--- src/design/pcs_pkg.sv ---
// Constants and carrier types for the card slot status and control block
package pcs_pkg;
  localparam int ADDR_W = 9;
  localparam int DATA_W = 16;

  // Register byte addresses
  localparam logic [8:0] OFF_POWER = 9'h008;
  localparam logic [8:0] OFF_CTRL = 9'h00c;
  localparam logic [8:0] OFF_STAT = 9'h010;
  localparam logic [8:0] OFF_IRQEN = 9'h014;
  localparam logic [8:0] OFF_WINEN = 9'h018;
  localparam logic [8:0] OFF_WIN0_START = 9'h020;
  localparam logic [8:0] OFF_WIN0_STOP = 9'h024;
  localparam logic [8:0] OFF_WIN0_CTL = 9'h028;
  localparam logic [8:0] OFF_WIN1_START = 9'h030;
  localparam logic [8:0] OFF_WIN1_STOP = 9'h034;
  localparam logic [8:0] OFF_WIN1_CTL = 9'h038;
  localparam logic [8:0] OFF_GLOBAL = 9'h078;
  localparam logic [8:0] OFF_SHUTDOWN = 9'h10c;

  // Field positions
  localparam int CTRL_RESET_BIT = 6;
  localparam int CTRL_TYPE_BIT = 5;
  localparam int STAT_CD_BIT = 3;
  localparam int STAT_RDY_BIT = 2;
  localparam int STAT_WARN_BIT = 1;
  localparam int STAT_DEAD_BIT = 0;
  localparam int GLOBAL_CLRMODE_BIT = 2;
  localparam int WINEN_IO0_BIT = 6;
  localparam int WINEN_IO1_BIT = 7;
  localparam int SHUTDOWN_BIT = 0;
  localparam int VPP_HI_BIT = 1;
  localparam int VPP_LO_BIT = 0;

  // Reset values
  localparam logic [7:0] RST_BYTE = 8'h00;
  localparam logic [15:0] RST_WORD = 16'h0000;
  localparam logic [3:0] RST_FLAGS = 4'h0;

  // Timing
  localparam int CLK_MHZ = 100;
  localparam int BLANK_TIME_US = 1000;
  localparam int BLANK_CYCLES = BLANK_TIME_US * CLK_MHZ;

  typedef struct packed {
    logic card_present_pin_one;
    logic card_present_pin_two;
    logic card_ready_busy_pin;
    logic battery_level_pin_one;
    logic battery_level_pin_two;
    logic suspend;
  } pcs_pins_t;

  typedef struct packed {
    logic en;
    logic [15:0] start;
    logic [15:0] stop;
  } pcs_win_t;
endpackage

--- src/design/pcs_slot_ctrl.sv ---
// Card slot status change, reset, type and I/O window control
//
// Summary of operation
// - One shutdown control is shared by both slots.
// - Card reset output is the inverse of the reset control bit.
// - Type bit picks memory card (0) or I/O card (1).
// - Enabled status change sets its flag and raises the interrupt together.
// - Disabled detection never sets its change flag.
// - Clear mode 0: reading status clears flags 3..0 and drops interrupt.
// - Clear mode 1: reads keep flags; writing ones clears those bits.
// - Write-back mode keeps interrupt up until no flag reads as set.
// - Detect flag sets on removal or insertion per both detect pins.
// - No detection in suspend; changes then show after resume.
// - Memory mode ready rising edge sets a sticky ready flag.
// - Ready ignored without card and 1 ms after insertion; reads 0.
// - Battery pins ignored without card, 1 ms after change; read 0.
// - Memory mode good to warning sets sticky warning flag.
// - Dead flag setting clears the warning flag.
// - Memory mode good or warning to dead sets sticky dead flag.
// - I/O mode reads ready, warning and dead flags as 0.
// - Enable bits 3..0 gate detect, ready, warning, dead; off keeps 0.
// - Ready and battery enables act only in memory mode.
// - Window 1 enable maps its range to card I/O cycles.
// - Window 0 enable maps its range to card I/O cycles.
// - Card address is CPU address 15..0 with 25..16 zero.
`timescale 1ns/1ps
module pcs_slot_ctrl
  import pcs_pkg::*;
#(
  parameter int BLANK_CNT = BLANK_CYCLES
) (
  input wire logic clk,
  input wire logic rst_b,
  input wire logic [ADDR_W-1:0] regAddr,
  input wire logic [DATA_W-1:0] regWdata,
  input wire logic regWr,
  input wire logic regRd,
  output logic [DATA_W-1:0] regRdata_r,
  input wire pcs_pins_t cardPins,
  input wire logic hostMemReq,
  input wire logic [25:0] hostAddr,
  output logic card_reset_out_r,
  output logic irqOut_r,
  output logic prog_supply_gate_out_r,
  output logic prog_supply_select_out_r,
  output logic commonShutdown_r,
  output logic ioCardMode_r,
  output logic cardIoCycle_r,
  output logic [1:0] ioWinHit_r,
  output logic [25:0] cardAddr_r
);
  localparam int CNT_W = $clog2(BLANK_CNT + 1);
  localparam logic [CNT_W-1:0] CNT_LOAD = CNT_W'(BLANK_CNT);
  localparam logic [CNT_W-1:0] CNT_ZERO = '0;
  localparam int NPIN = $bits(pcs_pins_t);
  // Pulled-up pins idle high, suspend idles low: no false edge after reset
  localparam logic [NPIN-1:0] PIN_IDLE = {{(NPIN-1){1'b1}}, 1'b0};

  initial begin
    if (BLANK_CNT < 1) begin
      $error("BLANK_CNT must be at least 1");
    end
  end

  // Pin synchronisers
  logic [NPIN-1:0] pinMeta_r;
  logic [NPIN-1:0] pinSync_r;
  pcs_pins_t pins;

  genvar gi;
  generate
    for (gi = 0; gi < NPIN; gi++) begin : gSync
      always_ff @(posedge clk or negedge rst_b) begin
        if (!rst_b) begin
          pinMeta_r[gi] <= PIN_IDLE[gi];
          pinSync_r[gi] <= PIN_IDLE[gi];
        end else begin
          pinMeta_r[gi] <= cardPins[gi];
          pinSync_r[gi] <= pinMeta_r[gi];
        end
      end
    end
  endgenerate

  assign pins = pcs_pins_t'(pinSync_r);

  // Registers
  logic [7:0] power_r;
  logic [7:0] ctrl_r;
  logic [3:0] flags_r;
  logic [3:0] flags_nxt;
  logic [7:0] irqEn_r;
  logic [7:0] winEn_r;
  logic [7:0] global_r;
  logic shutdown_r;
  logic [15:0] winStart_r [2];
  logic [15:0] winStop_r [2];
  logic [7:0] winCtl_r [2];

  logic wrPower;
  logic wrCtrl;
  logic wrStat;
  logic rdStat;
  logic wrIrqEn;
  logic wrWinEn;
  logic wrGlobal;
  logic wrShut;
  logic memMode;
  logic clrMode;

  assign wrPower = regWr && (regAddr == OFF_POWER);
  assign wrCtrl = regWr && (regAddr == OFF_CTRL);
  assign wrStat = regWr && (regAddr == OFF_STAT);
  assign rdStat = regRd && (regAddr == OFF_STAT);
  assign wrIrqEn = regWr && (regAddr == OFF_IRQEN);
  assign wrWinEn = regWr && (regAddr == OFF_WINEN);
  assign wrGlobal = regWr && (regAddr == OFF_GLOBAL);
  assign wrShut = regWr && (regAddr == OFF_SHUTDOWN);
  assign memMode = !ctrl_r[CTRL_TYPE_BIT];
  assign clrMode = global_r[GLOBAL_CLRMODE_BIT];

  always_ff @(posedge clk or negedge rst_b) begin
    if (!rst_b) begin
      power_r <= RST_BYTE;
      ctrl_r <= RST_BYTE;
      irqEn_r <= RST_BYTE;
      winEn_r <= RST_BYTE;
      global_r <= RST_BYTE;
    end else begin
      if (wrPower) begin
        power_r <= regWdata[7:0];
      end
      if (wrCtrl) begin
        ctrl_r <= regWdata[7:0];
      end
      if (wrIrqEn) begin
        irqEn_r <= regWdata[7:0];
      end
      if (wrWinEn) begin
        winEn_r <= regWdata[7:0];
      end
      if (wrGlobal) begin
        global_r <= regWdata[7:0];
      end
    end
  end

  // Single shutdown bit, shared by both slots
  always_ff @(posedge clk or negedge rst_b) begin
    if (!rst_b) begin
      shutdown_r <= 1'b0;
    end else if (wrShut) begin
      shutdown_r <= regWdata[SHUTDOWN_BIT];
    end
  end

  always_ff @(posedge clk or negedge rst_b) begin
    if (!rst_b) begin
      for (int i = 0; i < 2; i++) begin
        winStart_r[i] <= RST_WORD;
        winStop_r[i] <= RST_WORD;
        winCtl_r[i] <= RST_BYTE;
      end
    end else if (regWr) begin
      unique case (regAddr)
        OFF_WIN0_START: winStart_r[0] <= regWdata;
        OFF_WIN0_STOP: winStop_r[0] <= regWdata;
        OFF_WIN0_CTL: winCtl_r[0] <= regWdata[7:0];
        OFF_WIN1_START: winStart_r[1] <= regWdata;
        OFF_WIN1_STOP: winStop_r[1] <= regWdata;
        OFF_WIN1_CTL: winCtl_r[1] <= regWdata[7:0];
        default: ;
      endcase
    end
  end

  // Card presence tracking, frozen while the card clock is stopped
  logic cardIn_r;
  logic insertEvt;
  logic removeEvt;
  logic running;

  assign running = !pins.suspend;
  assign insertEvt = running && !cardIn_r && !pins.card_present_pin_one &&
                     !pins.card_present_pin_two;
  assign removeEvt = running && cardIn_r &&
                     (pins.card_present_pin_one || pins.card_present_pin_two);

  always_ff @(posedge clk or negedge rst_b) begin
    if (!rst_b) begin
      cardIn_r <= 1'b0;
    end else if (insertEvt) begin
      cardIn_r <= 1'b1;
    end else if (removeEvt) begin
      cardIn_r <= 1'b0;
    end
  end

  // Settling blank after insertion or removal
  logic [CNT_W-1:0] blankCnt_r;
  logic blank;

  always_ff @(posedge clk or negedge rst_b) begin
    if (!rst_b) begin
      blankCnt_r <= CNT_ZERO;
    end else if (insertEvt || removeEvt) begin
      blankCnt_r <= CNT_LOAD;
    end else if (running && (blankCnt_r != CNT_ZERO)) begin
      blankCnt_r <= blankCnt_r - 1'b1;
    end
  end

  assign blank = !cardIn_r || (blankCnt_r != CNT_ZERO);

  // Previous pin levels for edge and state-change detection
  logic readyPrev_r;
  logic battOnePrev_r;
  logic battTwoPrev_r;

  always_ff @(posedge clk or negedge rst_b) begin
    if (!rst_b) begin
      readyPrev_r <= 1'b0;
      battOnePrev_r <= 1'b0;
      battTwoPrev_r <= 1'b0;
    end else if (running) begin
      readyPrev_r <= pins.card_ready_busy_pin;
      battOnePrev_r <= pins.battery_level_pin_one;
      battTwoPrev_r <= pins.battery_level_pin_two;
    end
  end

  logic [3:0] enMask;
  logic [3:0] evt;
  logic [3:0] visible;
  logic sense;

  assign sense = running && memMode && !blank;

  // Ready and battery enables only count in memory mode
  assign enMask = {irqEn_r[3], irqEn_r[2:0] & {3{memMode}}};

  assign evt[STAT_CD_BIT] = (insertEvt || removeEvt) && enMask[STAT_CD_BIT];
  assign evt[STAT_RDY_BIT] = sense && !readyPrev_r && pins.card_ready_busy_pin &&
                             enMask[STAT_RDY_BIT];
  assign evt[STAT_WARN_BIT] = sense && battOnePrev_r && battTwoPrev_r &&
                              pins.battery_level_pin_one && !pins.battery_level_pin_two &&
                              enMask[STAT_WARN_BIT];
  assign evt[STAT_DEAD_BIT] = sense && battOnePrev_r && !pins.battery_level_pin_one &&
                              enMask[STAT_DEAD_BIT];

  // Blanked or I/O-mode ready, warning and dead flags read as zero
  assign visible = {1'b1, {3{memMode && !blank}}};

  always_comb begin
    flags_nxt = flags_r;
    if (rdStat && !clrMode) begin
      flags_nxt = RST_FLAGS;
    end
    if (wrStat && clrMode) begin
      flags_nxt = flags_nxt & ~regWdata[3:0];
    end
    flags_nxt = flags_nxt | evt;
    if (evt[STAT_DEAD_BIT]) begin
      flags_nxt[STAT_WARN_BIT] = 1'b0;
    end
    flags_nxt = flags_nxt & enMask;
  end

  always_ff @(posedge clk or negedge rst_b) begin
    if (!rst_b) begin
      flags_r <= RST_FLAGS;
    end else begin
      flags_r <= flags_nxt;
    end
  end

  // Interrupt rises with the flag and stays while any flag reads as set
  always_ff @(posedge clk or negedge rst_b) begin
    if (!rst_b) begin
      irqOut_r <= 1'b0;
    end else begin
      irqOut_r <= |(flags_nxt & visible);
    end
  end

  // Read data, one cycle after the strobe
  logic [DATA_W-1:0] rdMux;

  always_comb begin
    rdMux = RST_WORD;
    unique case (regAddr)
      OFF_POWER: rdMux = {8'h00, power_r};
      OFF_CTRL: rdMux = {8'h00, ctrl_r};
      OFF_STAT: rdMux = {12'h000, flags_r & visible};
      OFF_IRQEN: rdMux = {8'h00, irqEn_r};
      OFF_WINEN: rdMux = {8'h00, winEn_r};
      OFF_WIN0_START: rdMux = winStart_r[0];
      OFF_WIN0_STOP: rdMux = winStop_r[0];
      OFF_WIN0_CTL: rdMux = {8'h00, winCtl_r[0]};
      OFF_WIN1_START: rdMux = winStart_r[1];
      OFF_WIN1_STOP: rdMux = winStop_r[1];
      OFF_WIN1_CTL: rdMux = {8'h00, winCtl_r[1]};
      OFF_GLOBAL: rdMux = {8'h00, global_r};
      OFF_SHUTDOWN: rdMux = {15'h0000, shutdown_r};
      default: rdMux = RST_WORD;
    endcase
  end

  always_ff @(posedge clk or negedge rst_b) begin
    if (!rst_b) begin
      regRdata_r <= RST_WORD;
    end else if (regRd) begin
      regRdata_r <= rdMux;
    end else begin
      regRdata_r <= RST_WORD;
    end
  end

  // Pin-facing control outputs
  always_ff @(posedge clk or negedge rst_b) begin
    if (!rst_b) begin
      card_reset_out_r <= 1'b1;
      ioCardMode_r <= 1'b0;
      prog_supply_gate_out_r <= 1'b0;
      prog_supply_select_out_r <= 1'b0;
      commonShutdown_r <= 1'b0;
    end else begin
      card_reset_out_r <= !ctrl_r[CTRL_RESET_BIT];
      ioCardMode_r <= ctrl_r[CTRL_TYPE_BIT];
      prog_supply_gate_out_r <= power_r[VPP_HI_BIT];
      prog_supply_select_out_r <= power_r[VPP_LO_BIT];
      commonShutdown_r <= shutdown_r;
    end
  end

  // I/O window decode
  pcs_win_t [1:0] wins;

  assign wins[0] = '{en: winEn_r[WINEN_IO0_BIT], start: winStart_r[0],
                     stop: winStop_r[0]};
  assign wins[1] = '{en: winEn_r[WINEN_IO1_BIT], start: winStart_r[1],
                     stop: winStop_r[1]};

  pcs_window_decode #(
    .NUM_WIN(2)
  ) uDecode (
    .clk(clk),
    .rst_b(rst_b),
    .wins(wins),
    .hostMemReq(hostMemReq),
    .hostAddr(hostAddr),
    .cardIoCycle_r(cardIoCycle_r),
    .winHit_r(ioWinHit_r),
    .cardAddr_r(cardAddr_r)
  );
endmodule

--- src/design/pcs_window_decode.sv ---
// I/O window decoder turning host memory accesses into card I/O cycles
`timescale 1ns/1ps
module pcs_window_decode
  import pcs_pkg::*;
#(
  parameter int NUM_WIN = 2
) (
  input wire logic clk,
  input wire logic rst_b,
  input wire pcs_win_t [NUM_WIN-1:0] wins,
  input wire logic hostMemReq,
  input wire logic [25:0] hostAddr,
  output logic cardIoCycle_r,
  output logic [NUM_WIN-1:0] winHit_r,
  output logic [25:0] cardAddr_r
);
  initial begin
    if (NUM_WIN < 1) begin
      $error("NUM_WIN must be at least 1");
    end
  end

  logic [NUM_WIN-1:0] hit;

  genvar gi;
  generate
    for (gi = 0; gi < NUM_WIN; gi++) begin : gWin
      // Disabled window never produces a card cycle
      assign hit[gi] = hostMemReq && wins[gi].en &&
                       (hostAddr[15:0] >= wins[gi].start) &&
                       (hostAddr[15:0] <= wins[gi].stop);
    end
  endgenerate

  always_ff @(posedge clk or negedge rst_b) begin
    if (!rst_b) begin
      cardIoCycle_r <= 1'b0;
      winHit_r <= '0;
    end else begin
      cardIoCycle_r <= |hit;
      winHit_r <= hit;
    end
  end

  always_ff @(posedge clk or negedge rst_b) begin
    if (!rst_b) begin
      cardAddr_r <= 26'h0000000;
    end else if (|hit) begin
      cardAddr_r <= {10'h000, hostAddr[15:0]};
    end
  end
endmodule

--- config.mk ---
export PLATFORM = sky130hd
export DESIGN_NAME = pcs_slot_ctrl
export DESIGN_NICKNAME = d
export VERILOG_FILES = /design/src/design/pcs_pkg.sv /design/src/design/pcs_slot_ctrl.sv /design/src/design/pcs_window_decode.sv
export SDC_FILE = /design/constraint.sdc
export NUM_CORES = 1
export LEC_CHECK = 0
export ABC_AREA = 0
export BUFFER_PORTS_ARGS = -buffer_cell sky130_fd_sc_hd__buf_2
export CAP_MARGIN = 25
export CORE_MARGIN = 2
export CORE_UTILIZATION = 45
export CTS_CLUSTER_SIZE = 24
export DETAILED_ROUTE_END_ITERATION = 10
export PLACE_DENSITY = 0.67
export RECOVER_POWER = 25
export SLEW_MARGIN = 20
export SYNTH_ARGS = -nofsm -noshare
export SYNTH_HDL_FRONTEND = slang
export SYNTH_SLANG_ARGS = --single-unit
--- constraint.sdc ---
create_clock -name clk -period 3.1 [get_ports clk]
set_input_delay 0.62 -clock clk [delete_from_list [all_inputs] [get_ports clk]]
set_output_delay 0.62 -clock clk [all_outputs]
set_load 0.01 [all_outputs]
# Word-level counts from Yosys, hierarchy flattened
# Index checks and enable logic that the tools add are counted.
op_classes:
  multipliers: 0
  n_reduce_logical: 61
  eq_ne: 13
  shifts: 0
  muxes: 9
  bitwise_logic: 7
  div_mod_pow: 0
  order_cmp: 4
  add_sub_neg: 1
op_table:
  columns: ["operator", "n"]
  rows:
  - ["$pmux W16 S13", 1]
  - ["$eq A9 B6 Y1 const B", 6]
  - ["$logic_and A1 B1 Y1", 36]
  - ["$mux W17", 2]
  - ["$ge A16 B16 Y1", 2]
  - ["$le A16 B16 Y1", 2]
  - ["$eq A9 B5 Y1 const B", 3]
  - ["$eq A9 B4 Y1 const B", 2]
  - ["$reduce_bool A17 Y1", 1]
  - ["$sub A17 B1 Y17 const B", 1]
  - ["$and A4 B4 Y4", 4]
  - ["$mux W16", 1]
  - ["$reduce_and A2 Y1", 6]
  - ["$logic_not A1 Y1", 11]
  - ["$eq A9 B7 Y1 const B", 1]
  - ["$eq A9 B9 Y1 const B", 1]
  - ["$mux W4", 2]
  - ["$not A4 Y4", 1]
  - ["$or A4 B4 Y4", 1]
  - ["$reduce_bool A2 Y1", 2]
  - ["$reduce_or A4 Y1", 1]
  - ["$and A3 B3 Y3", 1]
  - ["$logic_or A1 B1 Y1", 3]
  - ["$mux W1", 3]
  - ["$reduce_or A2 Y1", 1]
word_totals:
  ram_bits: 0
  latchBits: 0
  memories: 0
  inputBits: 62
  out_inout_bits: 51
  wordCells: 135
  mem_bits_ro: 0
  regBits: 199

# Logic depth before layout (Yosys ltp)
logic_depth:
  depth_word: 14
  mapped_depth: 10
  mapped_depth_nobuf: 9

# Modules after synthesis
# From an unflattened synthesis, not the netlist that was laid out.
unflattened:
  cells_unflattened: 907
  hier_area_um2: 10303.6
by_module_without_submodules:
  columns: ["mod", "n_inst", "seq_area_each_um2", "area_per_inst_um2", "cells_per_inst"]
  rows:
  - ["pcs_slot_ctrl", 1, 4518.1, 7941.4, 636]
  - ["pcs_window_decode", 1, 475.5, 2362.3, 271]

# Worst setup path before layout
# No wires, ideal clock.
synth_timing:
  path_type: "input port to flip-flop"
  from: "input port hostAddr[0]"
  to: "register uDecode.cardAddr_r[10]"
  setup_ps: 125
  slack_ps: 339
  t_arrival_ps: 2636
  t_required_ps: 2975
  n_path_buf: 1
  cell_stages: 10
  path_cell_list: "inv_1 > ha_1 > or3b_2 > o2111ai_1 > a31oi_1 > o21ai_0 > a22oi_1 > nor2_2 > buf_6 > mux2_2"
synth_via:
  elab_chain_len: 4
  word_cells_on_any_way: 9
  classes_between: "4 x order compare; 5 x reduce/logical"
synth_lines:
  columns: ["element", "line", "source"]
  rows:
  - ["from (decl)", "pcs_slot_ctrl.sv:41", "input wire logic [25:0] hostAddr,"]
  - ["$ge A16 B16 Y1", "pcs_window_decode.sv:30", "(hostAddr[15:0] >= wins[gi].start) &&"]
  - ["$logic_and A1 B1 Y1", "pcs_window_decode.sv:29", "assign hit[gi] = hostMemReq && wins[gi].en &&"]
  - ["$logic_and A1 B1 Y1 (*)", "pcs_window_decode.sv:30", null]
  - ["via uDecode.hit[0]", "pcs_window_decode.sv:23", "logic [NUM_WIN-1:0] hit;"]
  - ["$reduce_or A2 Y1 (*)", "pcs_window_decode.sv:48", "end else if (|hit) begin"]
  - ["to (signal assigned)", "pcs_window_decode.sv:49", "cardAddr_r <= {10'h000, hostAddr[15:0]};"]
  - ["to (decl)", "pcs_window_decode.sv:15", "output logic [25:0] cardAddr_r"]
# Mark *: on every way through the listed nets, which the timed path passes. The rest lies on a longest branch.
# A chain may end at the register's enable or synchronous reset.

# Final worst setup path
layout_timing:
  from: "register winStop_r[26] (netlist bit)"
  to: "register uDecode.cardAddr_r[0]"
layout_via:
  elab_chain_len: 3
layout_lines:
  columns: ["element", "line", "source"]
  rows:
  - ["from (decl)", "pcs_slot_ctrl.sv:97", "logic [15:0] winStop_r [2];"]
  - ["$le A16 B16 Y1", "pcs_window_decode.sv:31", "(hostAddr[15:0] <= wins[gi].stop);"]
  - ["$logic_and A1 B1 Y1", "pcs_window_decode.sv:30", null]
  - ["via uDecode.hit[0]", "pcs_window_decode.sv:23", null]
  - ["$reduce_or A2 Y1", "pcs_window_decode.sv:48", null]
# The timed path passes the listed nets, and every way through them passes these cells.

==> flow_summary.yaml <==
run_status:
  status: "complete, but fails checks"
  violations: "max-capacitance violations, max-slew violations"
setup_path:
  worstSetupStartpointType: "flop"
  critPathMaxFanout: 9
  ff2ff_setup_slack_ns: 0.54
  path_buf_inv: 2
  worstSetupEndpointType: "flop"
  crit_type: "flop to flop"
  required_ns: 3.41
  critPathArrivalTime_ns: 2.87
  r2r_start: "winStop_r[26]"
  slowest_stage: "dfrtp_1"
  ff2ff_path_depth: 10
  slowest_delay_ns: 0.38
  crit_chain: "inv_1 > ha_1 > nand4_1 > nor4_1 > a21boi_0 > nand4b_1 > a22oi_1 > nor2_2 > buf_4 > mux2_2"
  reg2reg_to: "uDecode.cardAddr_r[0]"
  crit_family: "simple AND/OR/NAND/NOR gates"
power:
  clock_power_share_pct: 39.7
  p_per_area_mw_per_mm2: 483.7
  p_int_uw: 4098
  p_leak_uw: 0.005459
  power_frac_comb_pct: 10.4
  switching_share_pct: 27.30
  p_sw_uw: 1539
  p_seq_share_pct: 50.0
  vdd_drop_max_mv: 0.3358
detailed_routing:
  first_pass_iters: 6
  highest_layer: "met4"
  drc: 0
  wl_met1_microns: 11320
  drt-initial-drc-count: 499
  vias: 7297
  postRouteAntennaNets: 0
  wl_met2_microns: 12350
  wirelength_microns: 25430
  route.met3.wl_microns: 1093
  vias_per_cell: 5.639
  wl_per_cell_microns: 19.65
hold_path:
  holdPathStages: 1
  min_path_type: "primary input to flop"
  hold_start: "cardPins[4]"
  worstHoldEndpoint: "pinMeta_r[4]"
global_route:
  grt_pass1_vias: 7548
  grt_usage_pct: 22.12
  grt.overflow.total: 0
  grt_max_degree: 63
  grt_pass1_wl_microns: 41010
  antenna_found_initial: 0
clock_tree:
  post_cts_buffers: 0
  cts_tree: "yes"
  clock_latency_ns: 0.43
  hold_buffers: 0
  numCtsBuffers: 17
  cts_num_sinks: 199
  path_clk_slew_ns: 0.08
  postCtsResizedCells: 0
  h-tree-depth: 4
  clk_path_buf_depth: 2
  cts-root-buf: "clkbuf_16"
logic_synthesis:
  syn_area_sq_mm: 0.01018
  syn_area_per_cell_sq_um: 11.45
  synth_sequential_area_ratio_pct: 49.04
  async_flop_share_pct: 100.0
  ys_types: 66
  synth_ff_type: "dfrtp_1"
  synth_adder_area_share_pct: 8.110
  synth_warnings: 0
  ys_seq_elements: 199
  synth_area_leader_cell: "dfrtp_1"
  synthCells: 889
  synth_top_family_by_area: "multiplexers"
  ys_top_cells_by_area: "dfrtp_1 46%, mux2_2 16%, ha_1 8.1%"
  synthMuxAreaShare_pct: 16.40
  synth_top_area_share_pct: 46.20
  synth-compound-area-share_pct: 11.07
  synth-simple-area-share_pct: 9.314
  synth_edf_count: 0
  synth_xor_area_share_pct: 1.118
die:
  core_sq_mm: 0.02243
  num_rows: 55
  io_pins: 113
  initial_core_util_pct: 45.39
  die-area_sq_mm: 0.02385
  die_h_microns: 154.4
  die_w_microns: 154.4
placement:
  port_buffers: 92
  pre_cts_slack_ns: 0.09701
  hpwlAfterDp_microns: 18720
  gp_congestion: 0.8594
final_layout:
  final_common_cell: "dfrtp_1"
  antenna_cells: 0
  nets: 1124
  synthToLayoutAreaGrowth_pct: 14.44
  mostFrequentLayoutCells: "188 x dfrtp_1, 143 x mux2_2, 91 x buf_2"
  drive_gt1_share_pct: 32.80
sta:
  min_period_ns: 2.559
  worst_pin_slew_ns: 1.627
  fin_crit_sh_pct: 82.55
  relSlewSlack_pct: -8.468
  fmax_mhz: 390.8
  fin_skew_ns: 0.01175
  finalSetupViolCount: 0
  setup_tns_ns: 0
  fin_ws_ns: 0.5410
  drv_slew: 62
  rsz0062_at_grt: "false"
  hold_viol: 0
flow_run:
  drv_cap: 1
==> registers in the layout (all words and copies together) (netlist names), 8 cells and up <==
register and count:
power_r 8, global_r 8, winCtl_r 16, winEn_r 8, ctrl_r 8, uDecode.cardAddr_r 16, regRdata_r 16, winStop_r 32
irqEn_r 8, winStart_r 32, blankCnt_r 17
==> synth_stat cells (11+ instances only) <==
cell type and instances:
a21oi_1 37, a22oi_1 33, a31oi_1 13, buf_4 11
clkbuf_1 22, dfrtp_1 188, dfstp_2 11, ha_1 66
inv_1 72, mux2_2 143, nand2_1 53, nand3_1 14
nand4_1 13, nor2_1 35, nor3_1 11, o21ai_0 21
==> area by class of cell <==
type | count | area [sq um]
repair buffers | 124 | 710.7
clock inverters | 13 | 143.9
flip-flops and latches | 199 | 4994
multi-input cells | 582 | 4723
well taps | 285 | 356.6
clock buffers | 19 | 454.2
fillers | 2028 | 10780
inverters | 72 | 270.3
==> worst reg2reg max path: stages (launching register included) <==
cell,delay (ns)
dfrtp_1,0.38
inv_1,0.09
ha_1,0.30
nand4_1,0.16
nor4_1,0.37
a21boi_0,0.23
nand4b_1,0.14
a22oi_1,0.11
nor2_2,0.15
buf_4,0.19
mux2_2,0.35
==> per-layer routing <==
layer,vias up,global-route usage (%)
met1,3670,29.28
li1,3406,-
met2,188,37.22
met4,0,7.760
met5,-,0
met3,33,3.306
==> worst max path at each step <==
stage          slack, ns                     end  cells past startpoint           from
2_1_floorplan       0.34  uDecode.cardAddr_r[10]                     10    hostAddr[0]
3_3_place_gp        0.14   uDecode.cardAddr_r[0]                     11    hostAddr[0]
3_5_place_dp         0.1   uDecode.cardAddr_r[0]                     11    hostAddr[0]
4_1_cts             0.52   uDecode.cardAddr_r[0]                      9  winStart_r[0]
5_1_grt             0.22           winStop_r[23]                      2          rst_b
6_report            0.54   uDecode.cardAddr_r[0]                     10  winStop_r[26]
==> stage by stage <==
stage | total power (uW) | instances | hold slack, ns | utilization [%] | instance area [sq um]
floorplan | 3208 | 898 | 0.3244 | - | 10220
global placement | 3436 | 1262 | 0.3343 | 49.38 | 11080
detailed placement | 3455 | 1262 | 0.3405 | 49.38 | 11080
CTS | 5699 | 1294 | 0.1776 | 52.05 | 11680
global route | 5905 | 1294 | 0.2579 | 51.94 | 11650
finish | 5637 | 1294 | 0.2833 | 51.94 | 11650
==> power by group through the flow <==
stage               Combinational [uW]  Sequential, uW  Clock [uW]
finish                             583            2820        2240
global route                       664            2830        2410
floorplan                          354            2850           0
global placement                   576            2860           0
CTS                                594            2820        2290
detailed placement                 590            2870           0
==> cell families (layout without fill, tap and decap cells) <==
family / count (synthesis) / after routing
AND/OR/NAND/NOR: 177 / 177
AO/OA/AOI/OAI: 167 / 167
multiplexers: 149 / 149
buffers and inverters: 117 / 228
XOR/XNOR: 13 / 13
other: 1 / 10
flip-flops: 199 / 199
adder cells (fa/ha/maj): 66 / 66
Power figures use the tool's default switching activity.
